<file path="src/logic/tmr_pkg.sv">
package tmr_pkg;
	localparam int REG_AW = 8;
	localparam int CNT_W = 16;
	localparam logic [7:0] TSC_IDX = 8'h00;
	localparam logic [7:0] CNTH_IDX = 8'h01;
	localparam logic [7:0] CNTL_IDX = 8'h02;
	localparam logic [7:0] MODH_IDX = 8'h03;
	localparam logic [7:0] MODL_IDX = 8'h04;
	localparam logic [7:0] CH_BASE_IDX = 8'h05;
	localparam logic [7:0] CH_STRIDE = 8'h03;
	localparam int BIT_FLAG = 7;
	localparam int BIT_IE = 6;
	localparam int BIT_CPWM = 5;
	localparam int BIT_RUN = 3;
	localparam int BIT_MSB = 5;
	localparam int BIT_MSA = 4;
	localparam int BIT_ELSB = 3;
	localparam int BIT_ELSA = 2;
	localparam logic [7:0] TSC_WMASK = 8'h68;
	localparam logic [7:0] CSC_WMASK = 8'h7C;
	localparam logic [15:0] CNT_ZERO = 16'h0000;
	localparam logic [15:0] CNT_ALL1 = 16'hFFFF;
	typedef enum logic [1:0] {
		M_CAPTURE = 2'b00,
		M_COMPARE = 2'b01,
		M_EPWM = 2'b11,
		M_EPWM2 = 2'b10
	} ch_mode_t;
	typedef struct packed {
		logic [REG_AW-1:0] idx;
		logic wr;
		logic [7:0] wdata;
	} bus_req_t;
endpackage

</file>
<file path="src/logic/timer_channel_capture_compare_pwm.sv">
// How it works
// (RULE1) Center select off: each channel's two mode bits pick capture, compare or edge PWM.
// (RULE2) Capture latches the counter on the selected pin edge, except in a cycle with a channel control write.
// (RULE3) Reading one captured byte freezes both; channel control write resets it.
// (RULE4) Each capture sets the channel event flag.
// (RULE5) Compare match sets, clears or toggles the pin and sets the flag.
// (RULE6) Compare value takes effect after both bytes; control write resets pairing.
// (RULE7) Edge PWM: modulo period, value duty, level select A polarity.
// (RULE8) Edge PWM, A=0: overflow high, match low; A=1 the reverse.
// (RULE9) Edge PWM value zero gives 0 percent; above modulo gives 100 percent.
// (RULE10) Edge PWM value reloads after both bytes when the counter is zero.
// (RULE11) Center PWM counts up to modulo then down; period twice modulo.
// (RULE12) Software keeps center modulo within 0001 to 7FFF.
// (RULE13) Center PWM value zero or negative gives 0 percent; above modulo 100.
// (RULE14) Software never uses modulo zero in center mode.
// (RULE15) Center PWM, A=0: match counting up drives low, down drives high.
// (RULE16) Center mode buffers modulo and PWM values until the turnaround.
// (RULE17) Timer control write drops modulo bytes; channel control write drops value bytes.
// (RULE18) Compare and PWM modes set the flag on every counter match.
// (RULE19) Enabled flags hold a level interrupt request.
// (RULE20) Service software clears the flag before returning.
// (RULE21) Flags clear by read-while-set then write zero; new events win.
// (RULE22) Center mode overflow flag sets leaving the modulo value downward.
// (RULE23) Center PWM, A=1: match up drives high, match down drives low.
`timescale 1ns/1ps
`default_nettype none
module timer_channel_capture_compare_pwm #(
	parameter int NCH = 2
) (
	input wire logic pclk, // Bus clock
	input wire logic presetn, // Asynchronous reset, active low
	input wire logic psel, // APB select
	input wire logic penable, // APB enable
	input wire logic pwrite, // APB direction
	input wire logic [31:0] paddr, // APB byte address
	input wire logic [31:0] pwdata, // APB write data
	output logic [31:0] prdata, // APB read data
	output logic pready, // APB ready
	output logic pslverr, // APB error on unmapped address
	input wire logic [NCH-1:0] ch_in, // Channel pins, input side
	output logic [NCH-1:0] ch_out, // Channel pins, output level
	output logic [NCH-1:0] ch_oe, // Channel pins, output enable
	output logic overflow_irq, // Overflow interrupt request level
	output logic [NCH-1:0] channel_irq // Channel interrupt request levels
);
	import tmr_pkg::*;

	logic [7:0] tsc_reg;
	logic [15:0] cnt_reg, mod_reg, mod_buf_reg, cnt_lat_reg;
	logic [1:0] mod_wr_reg;
	logic cnt_lat_v_reg, down_reg, tof_arm_reg;
	logic [7:0] csc_reg [NCH];
	logic [15:0] cv_reg [NCH];
	logic [15:0] cv_buf_reg [NCH];
	logic [15:0] cv_lat_reg [NCH];
	logic [1:0] cv_wr_reg [NCH];
	logic [NCH-1:0] cv_lat_v_reg, ch_arm_reg, in_d_reg;
	logic [31:0] rdata_next;
	logic hit, wr_acc, rd_acc, run, cpwm, turn, ovf, cnt_wr;
	logic [REG_AW-1:0] idx;

	function automatic logic is_ch(input logic [REG_AW-1:0] i, input int c, input int k);
		return i == REG_AW'(CH_BASE_IDX + CH_STRIDE * c + k);
	endfunction

	function automatic logic in_map(input logic [REG_AW-1:0] i);
		return i < REG_AW'(CH_BASE_IDX + CH_STRIDE * NCH);
	endfunction

	assign idx = paddr[REG_AW+1:2];
	assign hit = psel & penable & pready;
	assign wr_acc = hit & pwrite & in_map(idx) & ~|paddr[31:REG_AW+2];
	assign rd_acc = hit & ~pwrite & in_map(idx) & ~|paddr[31:REG_AW+2];
	assign run = tsc_reg[BIT_RUN];
	assign cpwm = tsc_reg[BIT_CPWM];
	assign cnt_wr = wr_acc & (idx == CNTH_IDX || idx == CNTL_IDX);
	// Turnaround at the terminal count while counting up in center mode.
	assign turn = run & cpwm & ~down_reg & (cnt_reg == mod_reg); // [RULE11]
	assign ovf = cpwm ? turn : run & (cnt_reg == ((mod_reg == CNT_ZERO) ? CNT_ALL1 : mod_reg)); // [RULE22]

	// APB slave: one wait-free access phase, data prepared in the setup cycle.
	always_comb begin
		rdata_next = '0;
		case (idx)
			TSC_IDX: rdata_next[7:0] = tsc_reg;
			CNTH_IDX: rdata_next[7:0] = cnt_lat_v_reg ? cnt_lat_reg[15:8] : cnt_reg[15:8];
			CNTL_IDX: rdata_next[7:0] = cnt_lat_v_reg ? cnt_lat_reg[7:0] : cnt_reg[7:0];
			MODH_IDX: rdata_next[7:0] = mod_reg[15:8];
			MODL_IDX: rdata_next[7:0] = mod_reg[7:0];
			default: begin
				for (int c = 0; c < NCH; c++) begin
					if (is_ch(idx, c, 0))
						rdata_next[7:0] = csc_reg[c];
					if (is_ch(idx, c, 1))
						rdata_next[7:0] = cv_lat_v_reg[c] ? cv_lat_reg[c][15:8] : cv_reg[c][15:8];
					if (is_ch(idx, c, 2))
						rdata_next[7:0] = cv_lat_v_reg[c] ? cv_lat_reg[c][7:0] : cv_reg[c][7:0];
				end
			end
		endcase
	end

	always_ff @(posedge pclk or negedge presetn) begin
		if (!presetn) begin
			pready <= 1'b0;
			prdata <= '0;
			pslverr <= 1'b0;
		end else begin
			pready <= psel & ~penable;
			// The error stands only beside pready, and a refused read returns zero.
			pslverr <= psel & ~penable & (~in_map(idx) | (|paddr[31:REG_AW+2]));
			if (psel & ~penable)
				prdata <= (pwrite | ~in_map(idx) | (|paddr[31:REG_AW+2])) ? '0 : rdata_next;
		end
	end

	// Timer control, overflow flag and its two-step clear.
	always_ff @(posedge pclk or negedge presetn) begin
		if (!presetn) begin
			tsc_reg <= '0;
			tof_arm_reg <= 1'b0;
		end else begin
			if (wr_acc && idx == TSC_IDX)
				tsc_reg[6:0] <= (pwdata[6:0] & TSC_WMASK[6:0]);
			if (ovf) begin
				tsc_reg[BIT_FLAG] <= 1'b1; // [RULE21]
				tof_arm_reg <= 1'b0;
			end else if (wr_acc && idx == TSC_IDX && !pwdata[BIT_FLAG] && tof_arm_reg) begin
				tsc_reg[BIT_FLAG] <= 1'b0; // [RULE21]
				tof_arm_reg <= 1'b0;
			end else if (rd_acc && idx == TSC_IDX && tsc_reg[BIT_FLAG])
				tof_arm_reg <= 1'b1;
		end
	end

	// Counter: up with modulo wrap, or up/down in center mode.
	always_ff @(posedge pclk or negedge presetn) begin
		if (!presetn) begin
			cnt_reg <= '0;
			down_reg <= 1'b0;
		end else if (cnt_wr) begin
			cnt_reg <= '0;
			down_reg <= 1'b0;
		end else if (run) begin
			if (!cpwm) begin
				down_reg <= 1'b0;
				cnt_reg <= ovf ? CNT_ZERO : cnt_reg + 16'h0001;
			end else if (turn) begin
				down_reg <= 1'b1; // [RULE11]
				cnt_reg <= cnt_reg - 16'h0001;
			end else if (down_reg && cnt_reg == CNT_ZERO) begin
				down_reg <= 1'b0; // [RULE11]
				cnt_reg <= cnt_reg + 16'h0001;
			end else
				cnt_reg <= down_reg ? cnt_reg - 16'h0001 : cnt_reg + 16'h0001;
		end
	end

	// Counter read coherency: first byte read freezes both until either byte is read again.
	always_ff @(posedge pclk or negedge presetn) begin
		if (!presetn) begin
			cnt_lat_reg <= '0;
			cnt_lat_v_reg <= 1'b0;
		end else begin
			if (cnt_wr)
				cnt_lat_v_reg <= 1'b0;
			else if (rd_acc && (idx == CNTH_IDX || idx == CNTL_IDX))
				cnt_lat_v_reg <= ~cnt_lat_v_reg;
			// Snapshot at the setup edge, where prdata samples too, so both bytes agree.
			if (psel && !penable && !pwrite && !cnt_lat_v_reg)
				cnt_lat_reg <= cnt_reg;
		end
	end

	// Modulo byte pair: applied at once in up mode, at the turnaround in center mode.
	always_ff @(posedge pclk or negedge presetn) begin
		if (!presetn) begin
			mod_reg <= '0;
			mod_buf_reg <= '0;
			mod_wr_reg <= '0;
		end else if (wr_acc && idx == TSC_IDX)
			mod_wr_reg <= '0; // [RULE17]
		else begin
			if (wr_acc && idx == MODH_IDX) begin
				mod_buf_reg[15:8] <= pwdata[7:0];
				mod_wr_reg[1] <= 1'b1;
			end
			if (wr_acc && idx == MODL_IDX) begin
				mod_buf_reg[7:0] <= pwdata[7:0];
				mod_wr_reg[0] <= 1'b1;
			end
			if (&mod_wr_reg && (!cpwm || turn)) begin
				mod_reg <= mod_buf_reg; // [RULE16]
				mod_wr_reg <= '0;
			end
		end
	end

	generate
		for (genvar c = 0; c < NCH; c++) begin : g_ch
			ch_mode_t mode;
			logic match, act, edge_hit, csc_wr, cap, evt, reload, out_next, pwm_on;
			logic [1:0] els;

			assign mode = ch_mode_t'({csc_reg[c][BIT_MSB], csc_reg[c][BIT_MSA]}); // [RULE1]
			assign els = {csc_reg[c][BIT_ELSB], csc_reg[c][BIT_ELSA]};
			assign act = csc_reg[c][BIT_ELSA];
			assign match = run & (cnt_reg == cv_reg[c]);
			assign csc_wr = wr_acc & is_ch(idx, c, 0);
			assign edge_hit = (els[0] & ch_in[c] & ~in_d_reg[c])
				| (els[1] & ~ch_in[c] & in_d_reg[c]); // [RULE2]
			assign cap = !cpwm && mode == M_CAPTURE && edge_hit;
			assign evt = cap | ((cpwm || mode != M_CAPTURE) && match); // [RULE4] [RULE18]
			assign pwm_on = cpwm | mode == M_EPWM | mode == M_EPWM2;
			// Compare reloads as soon as the pair is complete; PWM waits for the period edge.
			assign reload = &cv_wr_reg[c] & (cpwm ? turn : (!pwm_on || (run && cnt_reg == CNT_ZERO))); // [RULE6] [RULE10] [RULE16]

			always_comb begin
				out_next = ch_out[c];
				if (cpwm) begin
					if (cv_reg[c] == CNT_ZERO || cv_reg[c][15])
						out_next = act; // [RULE13]
					else if (cv_reg[c] > mod_reg)
						out_next = ~act; // [RULE13]
					else if (match)
						out_next = down_reg ? ~act : act; // [RULE15] [RULE23]
				end else if (pwm_on) begin
					if (match)
						out_next = act; // [RULE8] [RULE9]
					else if (run && cnt_reg == CNT_ZERO)
						out_next = ~act; // [RULE7] [RULE8]
				end else if (mode == M_COMPARE && match) begin
					unique case (els)
						2'b01: out_next = ~ch_out[c]; // [RULE5]
						2'b10: out_next = 1'b0; // [RULE5]
						2'b11: out_next = 1'b1; // [RULE5]
						default: out_next = ch_out[c];
					endcase
				end
			end

			always_ff @(posedge pclk or negedge presetn) begin
				if (!presetn) begin
					ch_out[c] <= 1'b0;
					ch_oe[c] <= 1'b0;
					in_d_reg[c] <= 1'b0;
				end else begin
					ch_out[c] <= out_next;
					ch_oe[c] <= (cpwm || mode != M_CAPTURE) && els != 2'b00;
					in_d_reg[c] <= ch_in[c];
				end
			end

			// Channel control, event flag and its two-step clear.
			always_ff @(posedge pclk or negedge presetn) begin
				if (!presetn) begin
					csc_reg[c] <= '0;
					ch_arm_reg[c] <= 1'b0;
				end else begin
					if (csc_wr)
						csc_reg[c][6:0] <= (pwdata[6:0] & CSC_WMASK[6:0]);
					if (evt) begin
						csc_reg[c][BIT_FLAG] <= 1'b1; // [RULE21]
						ch_arm_reg[c] <= 1'b0;
					end else if (csc_wr && !pwdata[BIT_FLAG] && ch_arm_reg[c]) begin
						csc_reg[c][BIT_FLAG] <= 1'b0; // [RULE21]
						ch_arm_reg[c] <= 1'b0;
					end else if (rd_acc && is_ch(idx, c, 0) && csc_reg[c][BIT_FLAG])
						ch_arm_reg[c] <= 1'b1;
				end
			end

			// Channel value: capture, buffered byte pair, read coherency.
			always_ff @(posedge pclk or negedge presetn) begin
				if (!presetn) begin
					cv_reg[c] <= '0;
					cv_buf_reg[c] <= '0;
					cv_wr_reg[c] <= '0;
					cv_lat_reg[c] <= '0;
					cv_lat_v_reg[c] <= 1'b0;
				end else if (csc_wr) begin
					cv_wr_reg[c] <= '0; // [RULE6] [RULE17]
					cv_lat_v_reg[c] <= 1'b0; // [RULE3]
				end else begin
					if (wr_acc && is_ch(idx, c, 1)) begin
						cv_buf_reg[c][15:8] <= pwdata[7:0];
						cv_wr_reg[c][1] <= 1'b1;
					end
					if (wr_acc && is_ch(idx, c, 2)) begin
						cv_buf_reg[c][7:0] <= pwdata[7:0];
						cv_wr_reg[c][0] <= 1'b1;
					end
					if (cap)
						cv_reg[c] <= cnt_reg; // [RULE2]
					else if (reload) begin
						cv_reg[c] <= cv_buf_reg[c];
						cv_wr_reg[c] <= '0;
					end
					if (rd_acc && (is_ch(idx, c, 1) || is_ch(idx, c, 2)))
						cv_lat_v_reg[c] <= ~cv_lat_v_reg[c]; // [RULE3]
					// A capture between setup and access must not split the pair.
					if (psel && !penable && !pwrite && !cv_lat_v_reg[c])
						cv_lat_reg[c] <= cv_reg[c]; // [RULE3]
				end
			end

			always_ff @(posedge pclk or negedge presetn) begin
				if (!presetn)
					channel_irq[c] <= 1'b0;
				else
					channel_irq[c] <= csc_reg[c][BIT_IE] & csc_reg[c][BIT_FLAG]; // [RULE19]
			end
		end
	endgenerate

	always_ff @(posedge pclk or negedge presetn) begin
		if (!presetn)
			overflow_irq <= 1'b0;
		else
			overflow_irq <= tsc_reg[BIT_IE] & tsc_reg[BIT_FLAG]; // [RULE19]
	end
endmodule // timer_channel_capture_compare_pwm
`default_nettype wire

</file>
<file path="config.mk">
export PLATFORM = sky130hd
export DESIGN_NAME = timer_channel_capture_compare_pwm
export DESIGN_NICKNAME = d
export VERILOG_FILES = /design/src/logic/tmr_pkg.sv /design/src/logic/timer_channel_capture_compare_pwm.sv
export SDC_FILE = /design/constraint.sdc
export NUM_CORES = 1
export LEC_CHECK = 0
export BUFFER_PORTS_ARGS = -buffer_cell sky130_fd_sc_hd__buf_2
export CORE_MARGIN = 10
export CORE_UTILIZATION = 30
export CTS_CLUSTER_SIZE = 12
export DETAILED_ROUTE_END_ITERATION = 7
export PLACE_DENSITY = 0.45
export SLEW_MARGIN = 30
export SYNTH_ARGS = -nofsm -noshare
export SYNTH_HDL_FRONTEND = slang
export SYNTH_SLANG_ARGS = --single-unit
</file>
<file path="constraint.sdc">
create_clock -name pclk -period 4 [get_ports pclk]
set_clock_uncertainty 0.15 [all_clocks]
set_input_delay 1 -clock pclk [delete_from_list [all_inputs] [get_ports pclk]]
set_output_delay 1 -clock pclk [all_outputs]
set_load 0.05 [all_outputs]
</file>
==> flow_summary_export.csv, run 1 <==
group,metric,value,unit
floorplanning,core_area,0.0389,mm^2
finish,antenna_cells,0,
worst_setup_path,endpoint_kind,"flip-flop",
placement,portBuffers,61,
sta,maxSlewViolCount,0,
power,peakVddDrop,0.000190,V
floorplanning,start_util,0.305,
cts,clock_latency,0.54,ns
routing,viasPerCell,5.39,
global_routing,grt_start_max_net_pins,82,
sta,setup_viol,0,
routing,vias,9644,
logic_synthesis,syn_inst,1171,
global_routing,overflow,0,
cts,path_clk_slew,0.06,ns
sta,layout_min_cycle_time,3.56,ns
logic_synthesis,synth_top_area_share,0.438,
sta,hold_violations,0,
sta,rsz0062_at_grt,"no",
global_routing,antenna_found_initial,3,
finish,fin_nets,1365,
finish,fin_cells,1788,
floorplanning,die_area,0.0480,mm^2
logic_synthesis,synthArstFlopShare,1.00,
logic_synthesis,synth_adder_area_share,0.0390,
placement,placedCellCount,1748,
global_routing,grt_pass1_wl,64400,um
flow_run,drv_cap,0,
finish,area_growth,16.1,%
logic_synthesis,ys_types,78,
global_routing,grt_pass1_vias,9584,
cts,clockBufferDepth,3,
routing,wl,43000,um
cts,cts_sinks,208,
worst_setup_path,crit_fanout,16,
logic_synthesis,synthMuxAreaShare,0.152,
cts,numCtsBuffers,25,
finish,final_cell_area,0.0138,mm^2
cts,postCtsHoldBufs,0,
finish,drive_gt1_frac,0.239,
cts,cts_root_buf,"clkbuf_16",
placement,dpl_cell_area,0.0130,mm^2
floorplanning,ios,112,
finish,fin_util,0.355,
logic_synthesis,synthTopCellsByArea,"dfrtp_1, mux2_2, ha_1, mux2i_1, nand2_1",
logic_synthesis,synth_compound_gate_area_share,0.142,
logic_synthesis,syn_area,0.0119,mm^2
worst_setup_path,worstPathRequired,4.31,ns
sta,holdWs,0.321,ns
logic_synthesis,synth_xor_xnor_area_share,0.0295,
sta,fin_crit_sh,0.890,
routing,routedWlPerCell,24.1,um
routing,drc,0,
logic_synthesis,synth_area_per_cell,10.1,um^2
logic_synthesis,yosys_warnings,0,
floorplanning,die_h,219,um
sta,worstMarginPinSlew,0.939,ns
sta,clock.fmax,281,MHz
logic_synthesis,synth_top_cell_by_area,"dfrtp_1",
worst_setup_path,worst_ep_arrival_time,3.87,ns
logic_synthesis,ys.flop_type,"dfrtp_1",
power,powerDensity,330,mW/mm^2
cts,ctsResizeCount,0,
placement,dpl.hpwl,31300,um
routing,dr.first_iter.drc_count,720,
cts,tritoncts,"built",
worst_setup_path,path_class,"flip-flop to flip-flop",
cts,post_cts_buffers,0,
floorplanning,fp-row-count,72,
cts,htree_levels,1,
logic_synthesis,synth_top_family_by_area,"multiplexers",
worst_hold_path,hp-class,"primary input to async pin",
placement,gp_congestion,0.955,
worst_setup_path,cp-start-kind,"flip-flop",
routing,drtPass1Iterations,5,
sta,fin_tns_setup,0,ns
sta,slew_headroom,0.374,
global_routing,grt_util_all_layers,0.178,
worst_setup_path,regToRegSetupSlack,0.44,ns
logic_synthesis,yosysSeqAreaShare,0.438,
run_status,status,"completed",
routing,ant_nets,0,
logic_synthesis,yosys_register_bits,208,
power,p_leak,0.00667,uW
logic_synthesis,synthSimpleGateAreaFrac,0.149,
floorplanning,die_width,219,um
logic_synthesis,synth-edff-count,0,
[cell families (layout without fill, tap and decap cells)]
| group | count (synthesis) | count (layout) |
|---|---|---|
| AO/OA/AOI/OAI | 260 | 260 |
| XOR/XNOR | 40 | 40 |
| adder cells (fa/ha/maj) | 37 | 37 |
| buffers and inverters | 123 | 199 |
| flip-flops | 208 | 208 |
| multiplexers | 162 | 162 |
| other | 1 | 24 |
| AND/OR/NAND/NOR | 340 | 340 |
[metrics by stage]
| stage | setup WS, ns | total power [uW] |
|---|---|---|
| after floorplan | 0.482 | 2260 |
| after global placement | 0.243 | 2350 |
| after detailed placement | 0.267 | 2350 |
| after CTS | 0.471 | 4620 |
| after global routing | 0.262 | 4710 |
| final | 0.439 | 4550 |
[cell usage after synthesis, types with 5 or more instances]
cell,number
nor4_1,18
and2_1,10
a21boi_0,6
or3_1,7
nand3b_1,6
o21ai_1,20
o22ai_1,47
and4_1,7
dfrtp_1,208
mux2_2,115
mux2i_1,40
o211ai_1,5
nand3_1,18
nor2b_1,13
nand4_1,20
a211oi_1,8
nor2_1,74
ha_1,37
nor3_1,25
a31oi_1,10
buf_4,25
nand2_1,97
buf_2,14
xor2_1,25
clkbuf_1,45
nand2b_1,13
a221oi_1,12
xnor2_1,15
or4_1,6
inv_1,31
o21ai_0,36
a21oi_1,71
[per-layer routing]
| layer | part of all wire | vias to the layer above | wire length (um) | GRT usage |
|---|---|---|---|---|
| li1 | - | 4396 | - | - |
| met1 | 0.46 | 4867 | 19700 | 0.244 |
| met2 | 0.45 | 317 | 19200 | 0.276 |
| met3 | 0.061 | 64 | 2620 | 0.0270 |
| met4 | 0.035 | 0 | 1490 | 0.0676 |
| met5 | 0 | - | 0 | 0 |
[where the power goes]
part	switching (uW)	internal [uW]	total, uW
clock network	903	1340	2240
registers	0.955	2110	2110
logic	163	42.3	205
total	1070	3490	4550
[worst max-delay path, cell delays in order (launching register included)]
cell	delay, ns
dfrtp_1	0.70
nor2b_1	0.15
a2111oi_4	0.30
o2111a_1	0.23
or4b_4	0.52
o31ai_4	0.40
and4_1	0.77
nor2_1	0.10
a21oi_1	0.13
[final timing paths]
| check | cells after the start | endpoint | start |
|---|---|---|---|
| worst max-delay path | 8 | cv_reg[9] | cnt_reg[2] |
| worst min register to register | 2 | prdata[0] | prdata[0] |
| worst min-delay path | 1 | cnt_reg[8] | presetn |
| worst max register to register | 8 | cv_reg[9] | cnt_reg[2] |
| max in group asynchronous | 2 | cv_buf_reg[18] | presetn |
| min in group pclk | 2 | prdata[0] | prdata[0] |
[layout by cell type, fill, tap and decap left out, types with 25 or more instances in the layout]
master	Yosys	layout
a21oi_1	71	71
buf_2	14	60
buf_4	25	61
clkbuf_16	0	25
dfrtp_1	208	208
ha_1	37	37
inv_1	31	31
mux2_2	115	115
mux2i_1	40	40
nand2_1	97	97
nor2_1	74	74
o21ai_0	36	36
o22ai_1	47	47
xor2_1	25	25
[area by class of cell]
class,instances,area [um^2]
Clock buffer,35,703
Tap cell,518,648
Timing Repair Buffer,126,853
Multi-Input combinational cell,863,6190
Fill cell,3962,25100
Sequential cell,208,5200
Clock inverter,5,78.8
Inverter,33,124
No activity file was read; power rests on OpenSTA's default activity.
==> run 2: changes to the inputs <==
--- a/config.mk
+++ b/config.mk
@@ -8,6 +8,7 @@
 export BUFFER_PORTS_ARGS = -buffer_cell sky130_fd_sc_hd__buf_2
 export CORE_MARGIN = 10
 export CORE_UTILIZATION = 30
+export CTS_BUF_LIST = sky130_fd_sc_hd__clkbuf_8 sky130_fd_sc_hd__clkbuf_16
 export CTS_CLUSTER_SIZE = 12
 export DETAILED_ROUTE_END_ITERATION = 7
 export PLACE_DENSITY = 0.45
==> flow_summary_export.csv, run 2 (synthesis gave the netlist of run 1 again) <==
group,metric,value,unit
run_status,status,"completed",
sta,slew_headroom,0.365,
worst_setup_path,cp-start-kind,"flip-flop",
global_routing,grt_pass1_wl,64400,um
worst_setup_path,regToRegSetupSlack,0.43,ns
routing,wl,43000,um
worst_setup_path,timing.rr.start,"cnt_reg[2]",
routing,routedWlPerCell,24.0,um
worst_setup_path,crit_fanout,16,
routing,ant_nets,0,
sta,fin_crit_sh,0.892,
placement,placedCellCount,1748,
worst_setup_path,crit_path_cell_trace,"nor2b_1 -> a2111oi_4 -> o2111a_1 -> or4b_4 -> o31ai_4 -> and4_1 -> nor2_1 -> a21oi_1",
global_routing,overflow,0,
cts,postCtsHoldBufs,0,
floorplanning,core_area,0.0389,mm^2
power,peakVddDrop,0.000190,V
worst_setup_path,crit_buf_inv,0,
cts,clockBufferDepth,3,
worst_setup_path,slowest_stage,"and4_1",
worst_setup_path,slowest_delay,0.75,ns
cts,cts_sinks,208,
cts,post_cts_buffers,0,
global_routing,antenna_found_initial,3,
cts,htree_levels,1,
worst_setup_path,worst_ep_arrival_time,3.87,ns
global_routing,grt_util_all_layers,0.178,
worst_setup_path,worstPathRequired,4.31,ns
worst_setup_path,path_class,"flip-flop to flip-flop",
placement,gp_congestion,0.955,
floorplanning,ios,112,
global_routing,grt_start_max_net_pins,82,
worst_setup_path,rr_worst_depth,8,
routing,vias,9660,
sta,setup_viol,0,
worst_hold_path,hp-class,"primary input to async pin",
power,powerDensity,329,mW/mm^2
sta,worstMarginPinSlew,0.953,ns
cts,numCtsBuffers,25,
floorplanning,start_util,0.305,
finish,fin_cells,1789,
sta,maxSlewViolCount,0,
global_routing,grt_pass1_vias,9585,
routing,viasPerCell,5.40,
finish,register_area,0.00520,mm^2
sta,layout_min_cycle_time,3.57,ns
sta,hold_violations,0,
cts,cts_root_buf,"clkbuf_16",
floorplanning,die_h,219,um
floorplanning,fp-row-count,72,
floorplanning,die_width,219,um
routing,drc,0,
placement,portBuffers,61,
worst_setup_path,cp_top_family,"simple AND/OR/NAND/NOR gates",
sta,holdWs,0.320,ns
routing,dr.first_iter.drc_count,706,
sta,fin_tns_setup,0,ns
finish,multi_input_area,0.00619,mm^2
cts,ctsResizeCount,0,
worst_setup_path,endpoint_kind,"flip-flop",
finish,area_growth,16.1,%
placement,dpl.hpwl,31300,um
finish,fin_nets,1365,
finish,drive_gt1_frac,0.239,
finish,final_cell_mix,"dfrtp_1, mux2_2, nand2_1",
power,p_leak,0.00670,uW
sta,rsz0062_at_grt,"no",
finish,nFillCells,3962,
finish,final_common_cell,"dfrtp_1",
cts,tritoncts,"built",
cts,path_clk_slew,0.06,ns
worst_setup_path,r2r-end,"cv_reg[9]",
sta,clock.fmax,280,MHz
flow_run,drv_cap,0,
floorplanning,die_area,0.0480,mm^2
cts,clock_latency,0.54,ns
routing,drtPass1Iterations,5,
## run 2: cell types whose count changed in the layout (fill, tap and decap cells not counted)
cell	change
clkbuf_1	-6
diode_2	+1
inv_1	+6
## run 2: layer usage
metal	up-vias	global-route usage	wire [um]
li1	4407	-	-
met1	4863	0.244	19600
met2	323	0.276	19100
met3	67	0.0270	2700
met4	0	0.0676	1550
met5	-	0	0
## run 2: layout make-up
| class | count | share of cell area |
|---|---|---|
| multi-input combinational | 863 | 0.448 |
| sequential | 208 | 0.377 |
| timing repair buffer | 126 | 0.0618 |
| clock buffer | 29 | 0.0493 |
| tap | 518 | 0.0470 |
| inverter | 33 | 0.00897 |
| clock inverter | 11 | 0.00734 |
| antenna | 1 | 0.000181 |
## run 2: how the worst max path moves through the flow
stage          depth (start not counted)    endpoint  slack [ns]       start
2_1_floorplan                         10   cv_reg[9]        0.48    paddr[9]
3_3_place_gp                          10  cnt_reg[4]        0.24   paddr[29]
3_5_place_dp                          10  cnt_reg[4]        0.27   paddr[29]
4_1_cts                                8   cv_reg[6]        0.47  cnt_reg[2]
5_1_grt                                8   cv_reg[1]        0.26  cnt_reg[2]
6_report                               8   cv_reg[9]        0.43  cnt_reg[2]
## run 2: report_power, final
part	switching, uW	leakage, uW	total, uW	internal [uW]
clock network	900	0.000409	2220	1320
registers	0.955	0.00278	2110	2110
logic	163	0.00351	205	42.3
total	1060	0.00670	4540	3470
## run 2: metrics by stage
stage | total power (uW) | area [um^2] | setup WS (ns) | utilization
finish | 4540 | 13800 | 0.433 | 0.355
global route | 4700 | 13800 | 0.262 | 0.355
CTS | 4610 | 13800 | 0.471 | 0.355
detailed placement | 2350 | 13000 | 0.267 | 0.335
global placement | 2350 | 13000 | 0.243 | 0.335
floorplan | 2260 | 12000 | 0.482 | -
==> run 3: changes to the inputs <==
--- a/config.mk
+++ b/config.mk
@@ -11,6 +11,7 @@
 export CTS_BUF_LIST = sky130_fd_sc_hd__clkbuf_8 sky130_fd_sc_hd__clkbuf_16
 export CTS_CLUSTER_SIZE = 12
 export DETAILED_ROUTE_END_ITERATION = 7
+export MAX_ROUTING_LAYER = met4
 export PLACE_DENSITY = 0.45
 export SLEW_MARGIN = 30
 export SYNTH_ARGS = -nofsm -noshare
==> constraint.sdc (replaced) <==
create_clock -name pclk -period 4.63 [get_ports pclk]
set_clock_uncertainty 0.15 [all_clocks]
set_input_delay 1.1575 -clock pclk [delete_from_list [all_inputs] [get_ports pclk]]
set_output_delay 1.1575 -clock pclk [all_outputs]
set_load 0.05 [all_outputs]
==> flow_summary_export.csv, run 3 (synthesis gave the netlist of run 1 again) <==
group,metric,value,unit
global_routing,use_met1,0.244,
routing,drc,0,
placement,dpl.hpwl,31100,um
sta,setup_viol,0,
cts,numCtsBuffers,25,
finish,final_cell_mix,"dfrtp_1, mux2_2, nand2_1",
routing,vias,9526,
cts,ctsResizeCount,0,
placement,gp_congestion,0.895,
global_routing,overflow,0,
flow_run,drv_cap,0,
worst_setup_path,crit_path_cell_trace,"buf_2 -> or4_1 -> or3_1 -> nor4b_4 -> buf_4 -> nand2_1 -> o311ai_2 -> buf_4 -> o21ai_0 -> a22o_1",
worst_setup_path,worst_ep_arrival_time,3.84,ns
floorplanning,die_h,219,um
cts,cts_root_buf,"clkbuf_16",
power,switching_share,0.241,
placement,portBuffers,61,
placement,dpl_cell_area,0.0128,mm^2
worst_setup_path,slowest_stage,"or4_1",
sta,worstMarginPinSlew,0.901,ns
worst_setup_path,crit_fanout,16,
cts,htree_levels,1,
worst_setup_path,slowest_delay,0.69,ns
power,clockPowerShare,0.483,
routing,ant_nets,0,
sta,clock.fmax,280,MHz
worst_setup_path,endpoint_kind,"flip-flop",
finish,nFillCells,3981,
floorplanning,start_util,0.305,
sta,fin_crit_sh,0.772,
power,pwr-share-seq,0.471,
run_status,status,"completed",
finish,fin_util,0.349,
global_routing,busiest_layer,"met2",
global_routing,met3_usage,0.0228,
finish,final_cell_area,0.0136,mm^2
routing,viasPerCell,5.38,
cts,clockBufferDepth,3,
global_routing,grt_pass1_vias,9354,
finish,drive_gt1_frac,0.225,
sta,layout_min_cycle_time,3.57,ns
sta,rsz0062_at_grt,"no",
global_routing,grt_start_max_net_pins,82,
worst_setup_path,cp-start-kind,"primary input",
cts,clock_latency,0.54,ns
global_routing,met2_usage,0.280,
routing,dr.first_iter.drc_count,748,
sta,hold_violations,0,
finish,final_common_cell,"dfrtp_1",
cts,tritoncts,"built",
power,powerDensity,285,mW/mm^2
cts,cts_sinks,208,
floorplanning,fp-row-count,72,
global_routing,grt_pass1_wl,63700,um
worst_hold_path,hp-class,"flip-flop to flip-flop",
sta,maxSlewViolCount,0,
worst_setup_path,worstPathRequired,4.90,ns
power,peakVddDrop,0.000196,V
floorplanning,die_width,219,um
power,p_int,2930,uW
routing,routedWlPerCell,24.3,um
finish,fin_nets,1341,
worst_setup_path,cpMostUsedCell,"buf_4",
floorplanning,core_area,0.0389,mm^2
power,p_switching,933,uW
power,combPwrFrac,0.045,
sta,fin_tns_setup,0,ns
cts,postCtsHoldBufs,0,
routing,drtPass1Iterations,5,
cts,post_cts_buffers,0,
global_routing,antenna_found_initial,1,
floorplanning,ios,112,
power,p_leak,0.00657,uW
global_routing,grt_util_all_layers,0.180,
cts,path_clk_slew,0.06,ns
floorplanning,die_area,0.0480,mm^2
worst_setup_path,path_class,"primary input to flip-flop",
routing,wl,42900,um
finish,area_growth,14.2,%
sta,slew_headroom,0.399,
run 3: changes by cell type in the layout (fill, tap and decap cells not counted), sizes merged:
cell,previous run,this run
bufinv,2,1
inv,39,44
clkinvlp,0,1
diode,1,2
clkbuf,29,28
buf,126,102
run 3: worst max-delay path, delay by kind of cell:
kind | cells | cell delay (ns)
AO/OA/AOI/OAI | 3 | 0.46
buffers and inverters | 3 | 0.67
AND/OR/NAND/NOR | 4 | 1.54
run 3: metal layers:
metal	up-vias	wire (um)
li1	4370	-
met1	4853	20100
met3	45	2310
met5	-	0
met2	258	19700
met4	0	866
run 3: through the flow:
step | instances | power (uW) | hold slack (ns) | setup WS [ns]
finish | 1770 | 3860 | 0.326 | 1.06
CTS | 1768 | 3910 | 0.332 | 1.07
floorplan | 1194 | 1950 | 0.300 | 0.955
global route | 1769 | 3990 | 0.361 | 0.892
global placement | 1724 | 2030 | 0.308 | 0.525
detailed placement | 1724 | 2030 | 0.320 | 0.522
run 3: path summary, 6_finish.rpt:
| check | start | endpoint | slack, ns | depth (start not counted) |
|---|---|---|---|---|
| worst max-delay path | paddr[9] | cnt_reg[14] | 1.06 | 10 |
| worst min-delay path | prdata[0] | prdata[0] | 0.33 | 2 |
| worst max register to register | cnt_reg[3] | cv_reg[20] | 1.24 | 8 |
| worst min register to register | prdata[0] | prdata[0] | 0.33 | 2 |
| max in group asynchronous | presetn | csc_reg[11] | 3.00 | 2 |
| min in group asynchronous | presetn | cnt_reg[7] | 0.41 | 1 |
run 3: area by class of cell:
type	instances	area [um^2]	share of cell area
diodes	2	5.00	0.000369
clock buffers	28	667	0.0491
clock inverters	16	98.8	0.00728
inverters	33	124	0.00912
multi-input cells	863	6190	0.456
flip-flops and latches	208	5210	0.384
well taps	518	648	0.0477
repair buffers	102	636	0.0468
run 3: power groups by stage:
stage	logic, uW	registers (uW)	clock network [uW]
finish	175	1820	1870
global route	190	1820	1980
CTS	178	1820	1920
detailed placement	178	1850	0
global placement	178	1850	0
floorplan	91.1	1860	0
